<file path="src/verilog/vips_pkg.sv">
// Constants and types shared by both ends of the vectored interrupt link
// Operation
// - Clear command: ones clear pending, zeros ignored
// - Set command: ones force pending, zeros ignored
// - Command bit map: fast, software, peripherals, externals
// - Any end-of-interrupt write ends current interrupt
// - Spurious vector register, read/write, resets zero
// - Vector read makes best pending source current
// - Vector read drops request; software must read
// - Vector read clears edge-triggered selected source
// - Vector read pushes new level on stack
// - Vector read returns selected source handler address
// - Higher pending enabled source re-raises request
// - Handler clears level sources at the source
// - Software writes end-of-interrupt after every service
// - End-of-interrupt pops stack, restores previous level
// - After pop, pending source above restored level re-raises
// - Core takes request only while disable bit clear
// - Core sets disable bit when it takes the request
// - No current interrupt: current-ID read returns zero
// - Two-bit trigger type per source
// - Only enabled sources join selection and requests
package vips_pkg;
   // Device register word indices on the link
   localparam logic [7:0] VIPS_REG_SRC_MODE = 8'h00;
   localparam logic [7:0] VIPS_REG_SRC_VEC = 8'h20;
   localparam logic [7:0] VIPS_REG_VEC_READ = 8'h40;
   localparam logic [7:0] VIPS_REG_CUR_ID = 8'h41;
   localparam logic [7:0] VIPS_REG_PEND_MAP = 8'h42;
   localparam logic [7:0] VIPS_REG_ENABLE_MAP = 8'h43;
   localparam logic [7:0] VIPS_REG_LINE_STAT = 8'h44;
   localparam logic [7:0] VIPS_REG_ENABLE_CMD = 8'h45;
   localparam logic [7:0] VIPS_REG_DISABLE_CMD = 8'h46;
   localparam logic [7:0] VIPS_REG_CLEAR_CMD = 8'h47;
   localparam logic [7:0] VIPS_REG_SET_CMD = 8'h48;
   localparam logic [7:0] VIPS_REG_EOI_CMD = 8'h49;
   localparam logic [7:0] VIPS_REG_SPURIOUS = 8'h4A;
   // Source mode fields
   localparam int VIPS_MODE_PRIO_LSB = 0;
   localparam int VIPS_MODE_TYPE_LSB = 5;
   localparam logic [7:0] VIPS_MODE_MASK = 8'h67;
   // Source bit map
   localparam int VIPS_FAST_SRC_BIT = 0;
   localparam int VIPS_SOFTWARE_SRC_BIT = 1;
   localparam int VIPS_PORT_B_SRC_BIT = 14;
   localparam int VIPS_EXTERNAL3_SRC_BIT = 28;
   localparam int VIPS_EXTERNAL0_SRC_BIT = 31;
   localparam logic [31:0] VIPS_IMPL_MAP = 32'hF0007FFF;
   localparam logic [31:0] VIPS_NORMAL_MAP = 32'hF0007FFE;
   localparam logic [31:0] VIPS_EXT_MAP = 32'hF0000000;
   localparam int VIPS_STACK_DEPTH = 8;
   localparam logic [31:0] VIPS_SPU_RESET = 32'h0000_0000;
   localparam logic [31:0] VIPS_REG_RESET = 32'h0000_0000;
   // Controller APB byte offsets
   localparam logic [7:0] VIPS_APB_TARGET = 8'h00;
   localparam logic [7:0] VIPS_APB_WDATA = 8'h04;
   localparam logic [7:0] VIPS_APB_GO = 8'h08;
   localparam logic [7:0] VIPS_APB_RDATA = 8'h0C;
   localparam logic [7:0] VIPS_APB_STATUS = 8'h10;
   localparam logic [7:0] VIPS_APB_CORE = 8'h14;
   localparam logic [7:0] VIPS_APB_VECTOR = 8'h18;
   localparam int VIPS_TARGET_WRITE_BIT = 8;

   typedef enum logic [1:0] {VIPS_IDLE, VIPS_ACCESS} vips_state_t;
endpackage : vips_pkg
</file>
<file path="src/verilog/vips_link_if.sv">
// Register and request link between interrupt controller and core side
`timescale 1ns/100ps
interface vips_link_if;
   logic req;
   logic wr;
   logic [7:0] addr;
   logic [31:0] wdata;
   logic [31:0] rdata;
   logic ack;
   logic irq_n;
   modport dev (input req, input wr, input addr, input wdata,
                output rdata, output ack, output irq_n);
   modport core (output req, output wr, output addr, output wdata,
                 input rdata, input ack, input irq_n);
endinterface : vips_link_if

</file>
<file path="src/verilog/vips_ctrl.sv">
// Vectored prioritised interrupt controller with level stack
`timescale 1ns/100ps
module vips_ctrl
   import vips_pkg::*;
(
   input wire logic MCLK,
   input wire logic RST,
   input wire logic [31:0] SRC_IN,
   vips_link_if.dev LINK
);
   typedef struct packed {
      logic [31:0][31:0] vec;
      logic [31:0][7:0] mode;
      logic [31:0] pend;
      logic [31:0] en;
      logic [31:0] s1;
      logic [31:0] s2;
      logic [31:0] s3;
      logic [31:0] spu;
      logic [VIPS_STACK_DEPTH-1:0][7:0] stk;
      logic [3:0] depth;
      logic ack;
      logic [31:0] rdata;
      logic irq_n;
   } vips_dev_t;

   vips_dev_t r_reg;
   vips_dev_t r_next;

   always_comb begin
      logic [31:0] lvl_act;
      logic [31:0] edge_hit;
      logic [31:0] is_edge;
      logic [31:0] pend_eff;
      logic [31:0] cand;
      logic [31:0] clr;
      logic [31:0] setv;
      logic found;
      logic [4:0] best;
      logic [2:0] best_prio;
      logic [2:0] prio_i;
      logic [2:0] top;
      logic [2:0] cur_lvl;
      logic [4:0] cur_src;
      logic preempt;
      logic hit;
      logic rd_vec;
      lvl_act = '0;
      edge_hit = '0;
      is_edge = '0;
      found = 1'b0;
      best = 5'h0;
      best_prio = 3'h0;
      prio_i = 3'h0;
      clr = '0;
      setv = '0;
      r_next = r_reg;
      // Sources arrive from other logic blocks and pins: two flops first
      r_next.s1 = SRC_IN;
      r_next.s2 = r_reg.s1;
      r_next.s3 = r_reg.s2;
      for (int i = 0; i < 32; i++) begin
         is_edge[i] = r_reg.mode[i][VIPS_MODE_TYPE_LSB];
         if (VIPS_EXT_MAP[i] && !r_reg.mode[i][VIPS_MODE_TYPE_LSB+1]) begin
            lvl_act[i] = ~r_reg.s2[i];
            edge_hit[i] = r_reg.s3[i] & ~r_reg.s2[i];
         end else begin
            lvl_act[i] = r_reg.s2[i];
            edge_hit[i] = r_reg.s2[i] & ~r_reg.s3[i];
         end
      end
      edge_hit = edge_hit & is_edge & VIPS_IMPL_MAP;
      // Level sources show the live line; only the source itself can drop it
      pend_eff = (r_reg.pend | (lvl_act & ~is_edge)) & VIPS_IMPL_MAP;
      cand = pend_eff & r_reg.en & VIPS_NORMAL_MAP;
      // Strictly greater keeps the lowest-numbered source on a tie
      for (int i = 1; i < 32; i++) begin
         prio_i = r_reg.mode[i][VIPS_MODE_PRIO_LSB +: 3];
         if (cand[i] && (!found || prio_i > best_prio)) begin
            found = 1'b1;
            best = 5'(i);
            best_prio = prio_i;
         end
      end
      top = r_reg.depth[2:0] - 3'h1;
      cur_lvl = r_reg.stk[top][7:5];
      cur_src = r_reg.stk[top][4:0];
      preempt = found && (r_reg.depth == 4'h0 || best_prio > cur_lvl);
      hit = LINK.req & ~r_reg.ack;
      rd_vec = hit && !LINK.wr && LINK.addr == VIPS_REG_VEC_READ;
      r_next.ack = hit;
      r_next.rdata = VIPS_REG_RESET;
      if (hit && LINK.wr) begin
         if (LINK.addr[7:5] == VIPS_REG_SRC_MODE[7:5]) begin
            r_next.mode[LINK.addr[4:0]] = LINK.wdata[7:0] & VIPS_MODE_MASK;
         end else if (LINK.addr[7:5] == VIPS_REG_SRC_VEC[7:5]) begin
            r_next.vec[LINK.addr[4:0]] = LINK.wdata;
         end else begin
            unique case (LINK.addr)
               VIPS_REG_ENABLE_CMD: r_next.en = (r_reg.en | LINK.wdata) & VIPS_IMPL_MAP;
               VIPS_REG_DISABLE_CMD: r_next.en = r_reg.en & ~LINK.wdata;
               VIPS_REG_CLEAR_CMD: clr = LINK.wdata;
               VIPS_REG_SET_CMD: setv = LINK.wdata;
               VIPS_REG_EOI_CMD: begin
                  // Data is ignored: the write itself is the event
                  if (r_reg.depth != 4'h0) begin
                     r_next.depth = r_reg.depth - 4'h1;
                  end
               end
               VIPS_REG_SPURIOUS: r_next.spu = LINK.wdata;
               default: ;
            endcase
         end
      end
      if (hit && !LINK.wr) begin
         if (LINK.addr[7:5] == VIPS_REG_SRC_MODE[7:5]) begin
            r_next.rdata = {24'h0, r_reg.mode[LINK.addr[4:0]]};
         end else if (LINK.addr[7:5] == VIPS_REG_SRC_VEC[7:5]) begin
            r_next.rdata = r_reg.vec[LINK.addr[4:0]];
         end else begin
            unique case (LINK.addr)
               VIPS_REG_VEC_READ: begin
                  if (preempt) begin
                     r_next.rdata = r_reg.vec[best];
                  end else if (!r_reg.irq_n) begin
                     r_next.rdata = r_reg.spu;
                  end else begin
                     r_next.rdata = VIPS_REG_RESET;
                  end
               end
               VIPS_REG_CUR_ID: begin
                  if (r_reg.depth != 4'h0) begin
                     r_next.rdata = {27'h0, cur_src};
                  end
               end
               VIPS_REG_PEND_MAP: r_next.rdata = pend_eff;
               VIPS_REG_ENABLE_MAP: r_next.rdata = r_reg.en;
               VIPS_REG_LINE_STAT: r_next.rdata = {30'h0, ~r_reg.irq_n, 1'b0};
               VIPS_REG_SPURIOUS: r_next.rdata = r_reg.spu;
               default: r_next.rdata = VIPS_REG_RESET;
            endcase
         end
      end
      // A vector read with a winner pushes it unless the stack is full; a spurious one pushes nothing
      if (rd_vec && preempt) begin
         if (r_reg.depth != 4'(VIPS_STACK_DEPTH)) begin
            r_next.stk[r_reg.depth[2:0]] = {best_prio, best};
            r_next.depth = r_reg.depth + 4'h1;
         end
         if (is_edge[best]) begin
            clr[best] = 1'b1;
         end
      end
      // New edges and set commands win over a clear in the same cycle
      r_next.pend = ((r_reg.pend & ~clr) | edge_hit | setv) & VIPS_IMPL_MAP;
      // Drop the request on the read; next cycle sees the pushed level
      r_next.irq_n = rd_vec ? 1'b1 : ~preempt;
   end

   always_ff @(posedge MCLK) begin
      if (RST) begin
         r_reg <= '0;
         r_reg.spu <= VIPS_SPU_RESET;
         r_reg.irq_n <= 1'b1;
      end else begin
         r_reg <= r_next;
      end
   end

   assign LINK.rdata = r_reg.rdata;
   assign LINK.ack = r_reg.ack;
   assign LINK.irq_n = r_reg.irq_n;
endmodule : vips_ctrl

</file>
<file path="src/flat_wrapper.sv">
// flat-port wrapper written by rule: the top's interface ports become plain ports
module vips_ctrl_flat import vips_pkg::*;
  (MCLK, RST, SRC_IN, LINK_req, LINK_wr, LINK_addr, LINK_wdata, LINK_rdata, LINK_ack, LINK_irq_n);
  vips_link_if LINK_i ();
  input wire logic MCLK;
  input wire logic RST;
  input wire logic [31:0] SRC_IN;
  input wire logic [$bits(LINK_i.req)-1:0] LINK_req;
  input wire logic [$bits(LINK_i.wr)-1:0] LINK_wr;
  input wire logic [$bits(LINK_i.addr)-1:0] LINK_addr;
  input wire logic [$bits(LINK_i.wdata)-1:0] LINK_wdata;
  output wire logic [$bits(LINK_i.rdata)-1:0] LINK_rdata;
  output wire logic [$bits(LINK_i.ack)-1:0] LINK_ack;
  output wire logic [$bits(LINK_i.irq_n)-1:0] LINK_irq_n;
  assign LINK_i.req = LINK_req;
  assign LINK_i.wr = LINK_wr;
  assign LINK_i.addr = LINK_addr;
  assign LINK_i.wdata = LINK_wdata;
  assign LINK_rdata = LINK_i.rdata;
  assign LINK_ack = LINK_i.ack;
  assign LINK_irq_n = LINK_i.irq_n;
  vips_ctrl u_core (.MCLK(MCLK), .RST(RST), .SRC_IN(SRC_IN), .LINK(LINK_i));
endmodule
</file>
<file path="config.mk">
export PLATFORM = sky130hd
export DESIGN_NAME = vips_ctrl_flat
export DESIGN_NICKNAME = d
export VERILOG_FILES = /design/src/verilog/vips_pkg.sv /design/src/verilog/vips_link_if.sv /design/src/verilog/vips_ctrl.sv /design/src/flat_wrapper.sv
export SDC_FILE = /design/constraint.sdc
export NUM_CORES = 2
export LEC_CHECK = 0
export ABC_AREA = 1
export BUFFER_PORTS_ARGS = -buffer_cell sky130_fd_sc_hd__buf_4
export CAP_MARGIN = 30
export CELL_PAD_IN_SITES_DETAIL_PLACEMENT = 1
export CELL_PAD_IN_SITES_GLOBAL_PLACEMENT = 2
export CORE_ASPECT_RATIO = 1.25
export CORE_UTILIZATION = 37
export CTS_CLUSTER_DIAMETER = 50
export DETAILED_ROUTE_END_ITERATION = 12
export GPL_TIMING_DRIVEN = 0
export PLACE_DENSITY_LB_ADDON = 0.1
export SLEW_MARGIN = 20
export SYNTH_ARGS = -nofsm -noshare
export SYNTH_HDL_FRONTEND = slang
export SYNTH_SLANG_ARGS = --single-unit
export TNS_END_PERCENT = 1
</file>
<file path="constraint.sdc">
create_clock -name MCLK -period 26.9 [get_ports MCLK]
set_clock_uncertainty 0.2 [all_clocks]
set_input_delay 6.725 -clock MCLK [delete_from_list [all_inputs] [get_ports MCLK]]
set_output_delay 6.725 -clock MCLK [all_outputs]
set_load 0.1 [all_outputs]
</file>
; ---- Word level (Yosys, flattened, before mapping)
; Cells that the tools add are included.
[classes]
add_sub_neg = 3
order_cmp = 25
bitwise = 92
n_eq_ne = 13
n_reduce_logical = 73
muxes = 107
[ops]
columns = op, count
row1 = 1024-bit bitwise mux, 1
row2 = 32-bit 2-to-1 mux, 17
row3 = 32-bit binary-select mux with 5-bit select, 2
row4 = 256-bit bitwise mux, 1
row5 = 32-bit one-hot mux with 6 select lines, 1
row6 = 32-bit bitwise AND, 5
row7 = 32-bit demux with 5-bit select, 1
row8 = 32-bit OR, 5
row9 = 68-bit 2-to-1 mux, 2
row10 = 32-bit inverter, 3
row11 = 5-bit 2-to-1 mux, 18
row12 = "8-bit by 7-bit == test with 1-bit output, second input constant", 11
row13 = 64-bit bitwise mux, 1
row14 = 32-bit one-hot mux with 2 select lines, 1
row15 = 3-bit greater-than comparator, 18
row16 = 3-bit 2-to-1 mux, 18
row17 = 1-bit inverter, 42
row18 = 8-bit binary-select mux with 5-bit select, 1
row19 = 8-bit demux with 5-bit select, 1
row20 = 1-bit bitwise AND, 37
row21 = 8-bit 2-to-1 mux, 4
row22 = 1-bit 2-to-1 mux, 29
row23 = 1-bit logical AND, 25
row24 = 8-bit binary-select mux with 3-bit select, 1
row25 = other kinds (24), 68
[word_totals]
in_bits = 76
out_inout_bits = 34
reg_bits = 1574
wordCells = 397

; ---- Depth between registers and ports, before layout
[logic_depth]
ltp_word = 85
depth_mapped = 183
ltp_nobuf = 179

; ---- Least setup slack after synthesis
; Ideal clock, no wire load.
[synth_timing]
path_kind = register -> register
start = register u_core.r_reg (netlist bit u_core.r_next[135])
end = register u_core.r_reg[44] in the netlist's numbering
slack_ps = 6420
t_arrival_ps = 20222
stages_incl_launch_ff = 177
path_buffers = 4
required_time_ps = 26642
path_cell_list = dfxtp_1 > inv_1 > o21bai_2 > nand2_2 > nor2_1 > inv_1 > ha_1 > a21oi_1 > nand2_1 > nand2_1 > nand2_1 > nand2_2 > nand2_1 > and2_1 > ha_1 > nand2_1 > o21ai_0 > nand2_1 > [... 141 more ...] > inv_1 > o21ai_1 > ha_1 > nand2_1 > o21ai_0 > nand2_1 > nand2_1 > nand2_4 > nor3_4 > nand2_4 > nor2_4 > nand2_2 > inv_2 > buf_6 > nor2_1 > nor2_1 > o21ai_0 > inv_1
[synth_between]
elab_chain_cells = 77
word_cells_on_any_way = 113
[synth_lines]
columns = element, line
row1 = start: declaration, vips_ctrl.sv:27  ; vips_dev_t r_reg;
row2 = start signal: assignment, vips_ctrl.sv:166  ; r_reg <= r_next;
row3 = 32-bit bitwise AND *, vips_ctrl.sv:74  ; pend_eff = (r_reg.pend | (lvl_act & ~is_edge)) & VIPS_IMPL_MAP;
row4 = 32-bit OR *, vips_ctrl.sv:74
row5 = 32-bit bitwise AND *, vips_ctrl.sv:75  ; cand = pend_eff & r_reg.en & VIPS_NORMAL_MAP;
row6 = 3-bit 2-to-1 mux / 1-bit 2-to-1 mux (equally long branches), vips_ctrl.sv:79  ; if (cand[i] && (!found || prio_i > best_prio)) begin
row7 = 3-bit greater-than comparator / 1-bit logical NOT (equally long branches), vips_ctrl.sv:79
row8 = 1-bit logical OR, vips_ctrl.sv:79
row9 = 1-bit logical AND, vips_ctrl.sv:79
row10 = 3-bit 2-to-1 mux / 1-bit 2-to-1 mux (equally long branches), vips_ctrl.sv:79
row11 = [... 61 more ...], n/a
row12 = 1-bit logical OR, vips_ctrl.sv:79
row13 = 1-bit logical AND, vips_ctrl.sv:79
row14 = 3-bit 2-to-1 mux, vips_ctrl.sv:79
row15 = 3-bit greater-than comparator, vips_ctrl.sv:88  ; preempt = found && (r_reg.depth == 4'h0 || best_prio > cur_lvl);
row16 = 1-bit logical OR, vips_ctrl.sv:88
row17 = 1-bit logical AND, vips_ctrl.sv:88
row18 = 1-bit logical AND, vips_ctrl.sv:145  ; if (rd_vec && preempt) begin
row19 = 2-bit AND reduction (no source line), n/a
; Every way passes the cells marked *; elsewhere a longest branch is shown, timed or not.
; A chain may end at the register's enable or synchronous reset.

; ---- Worst setup path in the final report
[layout_timing]
start = register u_core.r_reg[307] in the netlist's numbering
end = register u_core.r_reg (netlist bit u_core.LINK.rdata[26])
[layout_between]
elab_chain_cells = 79
word_cells_on_any_way = 134
[layout_lines]
columns = element, line
row1 = 32-bit inverter *, vips_ctrl.sv:74
row2 = 32-bit bitwise AND *, vips_ctrl.sv:74
row3 = 32-bit OR *, vips_ctrl.sv:74
row4 = 32-bit bitwise AND *, vips_ctrl.sv:75
row5 = branches (longest 72 deep; another with 3-bit greater-than comparator), n/a
row6 = 32-bit 2-to-1 mux *, vips_ctrl.sv:123  ; if (preempt) begin
row7 = 32-bit one-hot mux with 6 select lines *, vips_ctrl.sv:121  ; unique case (LINK.addr)
row8 = 32-bit 2-to-1 mux *, vips_ctrl.sv:118  ; end else if (LINK.addr[7:5] == VIPS_REG_SRC_VEC[7:5]) begin
; Every way passes the cells marked *. The select of a mux whose other input is x is not followed.

==> flow_summary.ini <==
[outcome]
status = completed

[grt]
grt_usage = 0.564
grt_pass1_vias = 77406
grt_pass1_wl_um = 690000
grt_overflow = 0
antenna_found_initial = 107
grt_start_max_net_pins = 17

[logic_synthesis]
synth-seq-cells = 1426
synth_cells = 9307
yosysWarnings = 0
synth_flop_cell = dfxtp_1
ys_seq_area_frac = 0.430
synth-edff-count = 0
syn-mean-instance-area_sq_um = 7.13
syn_area_sq_um = 66400
synth_nets = 9430
synthArstFlopShare = 0
netlist-cell-type-count = 56

[sta]
tightest_slew_ns = 1.31
finalMaxSlewViolations = 0
rsz0062_at_grt = no
fin_ws_ns = 1.75
setup_viol = 0
fin_tns_setup_ns = 0
max_slew_margin = 0.124
hold_viol = 0
timing.final.crit_share = 0.935
hold_slack_ns = 0.219
max_freq_ghz = 0.0398
fin_crit_ns = 25.15

[detailed_routing]
drt_iter0_markers = 13508
antenna_left = 0
avgRoutedWirePerCell_um = 43.1
firstDrtPassIters = 8
dr_total_vias = 83959
drc = 0
drt_wl_total_um = 531000
viasPerCell = 6.82

[clock_network]
numCtsBuffers = 172
ctsRootBufferMaster = clkbuf_16
cts_buffer_depth = 3
clock_latency_ns = 0.91
clock-sinks = 1426
cts_tree = yes
cts_htree_levels = 4
clk_pin_slew_ns = 0.06

[floorplan]
ios = 110
row_count = 173
die_x_um = 381
dieArea_sq_um = 181000
core_sq_um = 178000
die_y_um = 476
initial_core_util = 0.373

[setup_path]
cp.depth = 165
cpPeakStageDelay_ns = 0.80
reg2reg_from = u_core.r_reg[307]
timing_worst_setup_path_type = flip-flop to flip-flop
crit_path_frequent_cell = nand2_1
cp.arrival_ns = 25.77
reg2reg_slack_ns = 1.75
worstReg2RegEnd = u_core.LINK.rdata[26]
end_kind = flip-flop
critPathMaxFanout = 10
crit_buf_inv = 21
crit_end = u_core.LINK.rdata[26]
cp-startpoint = u_core.r_reg[307]
cp_top_family = simple AND/OR/NAND/NOR gates
startpoint_type = flip-flop
critPathSlowestCell = nor2_2
r2r_cells = 165
required_ns = 27.51

[finish]
nNetsFinal = 9843
final_cell_mix = 1526 x a21oi_1, 1426 x dfxtp_1, 1388 x o21ai_0
syn_to_final_growth_pct = 19.3
drive_gt1_frac = 0.0919
final_common_cell = a21oi_1
largest_reg_flops = 1335

[job]
maxCapViolations = 0

[min_path]
hold_path.class = flip-flop to flip-flop

[pwr]
leakage_nw = 30.2
ir_drop_mv = 0.0707
p_per_area_nw_per_um2 = 64.5

[placed_design]
numPortBuffers = 76
pre_cts_ws_ns = -1.51
dp_hpwl_um = 404000
place_congestion = 1.14
==> report_power, final <==
group	internal (mW)	switching (mW)	leakage (nW)	total, mW
combinational	0.0707	0.368	15.8	0.438
sequential	2.12	0.00309	11.5	2.12
clock	1.45	1.11	2.92	2.55
==> through the flow <==
stage | total power, mW | utilization | std cells | area [sq um]
2_1_floorplan | 2.28 | - | 9307 | 66400
3_5_place_dp | 2.55 | 0.408 | 11887 | 72600
5_1_grt | 5.13 | 0.444 | 12242 | 79100
3_3_place_gp | 2.51 | 0.393 | 11745 | 69900
4_1_cts | 5.03 | 0.443 | 12202 | 78700
6_report | 5.11 | 0.445 | 12306 | 79200
==> cells by family (layout without fill, tap and decap cells) <==
| logic type | count (synthesis) | after routing | synth area share |
|---|---|---|---|
| other | 0 | 82 | 0 |
| xor gates and xnor gates | 3 | 3 | 0.000396 |
| buffers and inverters | 1615 | 2170 | 0.0946 |
| muxes | 1 | 1 | 0.000151 |
| DFF | 1426 | 1426 | 0.430 |
| AOI/OAI and AO/OA | 3732 | 3732 | 0.313 |
| adders and majority gates | 47 | 47 | 0.00886 |
| and+or+nand+nor | 2483 | 2483 | 0.153 |
==> repair_timing <==
item                       4_1_cts  5_1_grt
gates resized for setup         12       43
gates cloned                     0        0
setup endpoints to repair      119      119
pin swaps                        0        6
hold buffers                     0        0
setup buffers                    0        8
==> worst register-to-register path, delay by kind of cell, from the launching register on <==
| family | cells | cell delay (ns) |
|---|---|---|
| AOI/OAI and AO/OA | 41 | 6.38 |
| buffers and inverters | 21 | 2.12 |
| and+or+nand+nor | 86 | 10.41 |
| adders and majority gates | 17 | 5.39 |
| DFF | 1 | 0.47 |
==> final cells by class <==
class | count | area [sq um]
Antenna cell | 82 | 205
Buffer | 842 | 3620
Clock buffer | 240 | 4850
Clock inverter | 76 | 1240
Fill cell | 22214 | 98700
Inverter | 772 | 2900
Multi-Input combinational cell | 6266 | 31700
Sequential cell | 1426 | 28500
Tap cell | 2362 | 2960
Timing Repair Buffer | 240 | 3180
==> how the worst min path moves through the flow <==
stage,from,endpoint,slack [ns],depth (start not counted)
after floorplan,u_core.r_next[166],u_core.r_next[134],0.19,2
final,u_core.r_next[178],u_core.r_next[146],0.22,2
after detailed placement,u_core.r_next[180],u_core.r_next[148],0.20,2
after CTS,u_core.r_next[167],u_core.r_next[135],0.22,2
after global routing,u_core.r_next[167],u_core.r_next[135],0.23,2
after global placement,u_core.r_next[180],u_core.r_next[148],0.20,2
==> cells in the mapped netlist, types with 29 or more instances <==
cell type	number	area share
a21oi_1	1527	0.12
nor3_1	88	0.0066
nand2_1	1268	0.072
nor2_1	702	0.040
a22oi_1	331	0.037
buf_1	82	0.0046
clkinv_1	51	0.0029
nand3_1	346	0.026
a221oi_1	70	0.0092
ha_1	47	0.0089
o22ai_1	87	0.0082
nand2_2	34	0.0032
buf_4	41	0.0046
a31oi_1	29	0.0027
o221ai_1	107	0.014
clkbuf_1	676	0.038
o21ai_1	49	0.0037
buf_2	42	0.0032
inv_1	707	0.040
dfxtp_1	1426	0.43
o21ai_0	1405	0.11
==> per-layer routing <==
layer  GRT usage  wire, um  vias up
li1            -         -    32877
met1       0.622    181000    41034
met2       0.782    209000     7465
met3       0.252     73900     2519
met4       0.574     65800       64
met5      0.0214      1050        -
No activity file was read; power rests on OpenSTA's default activity.
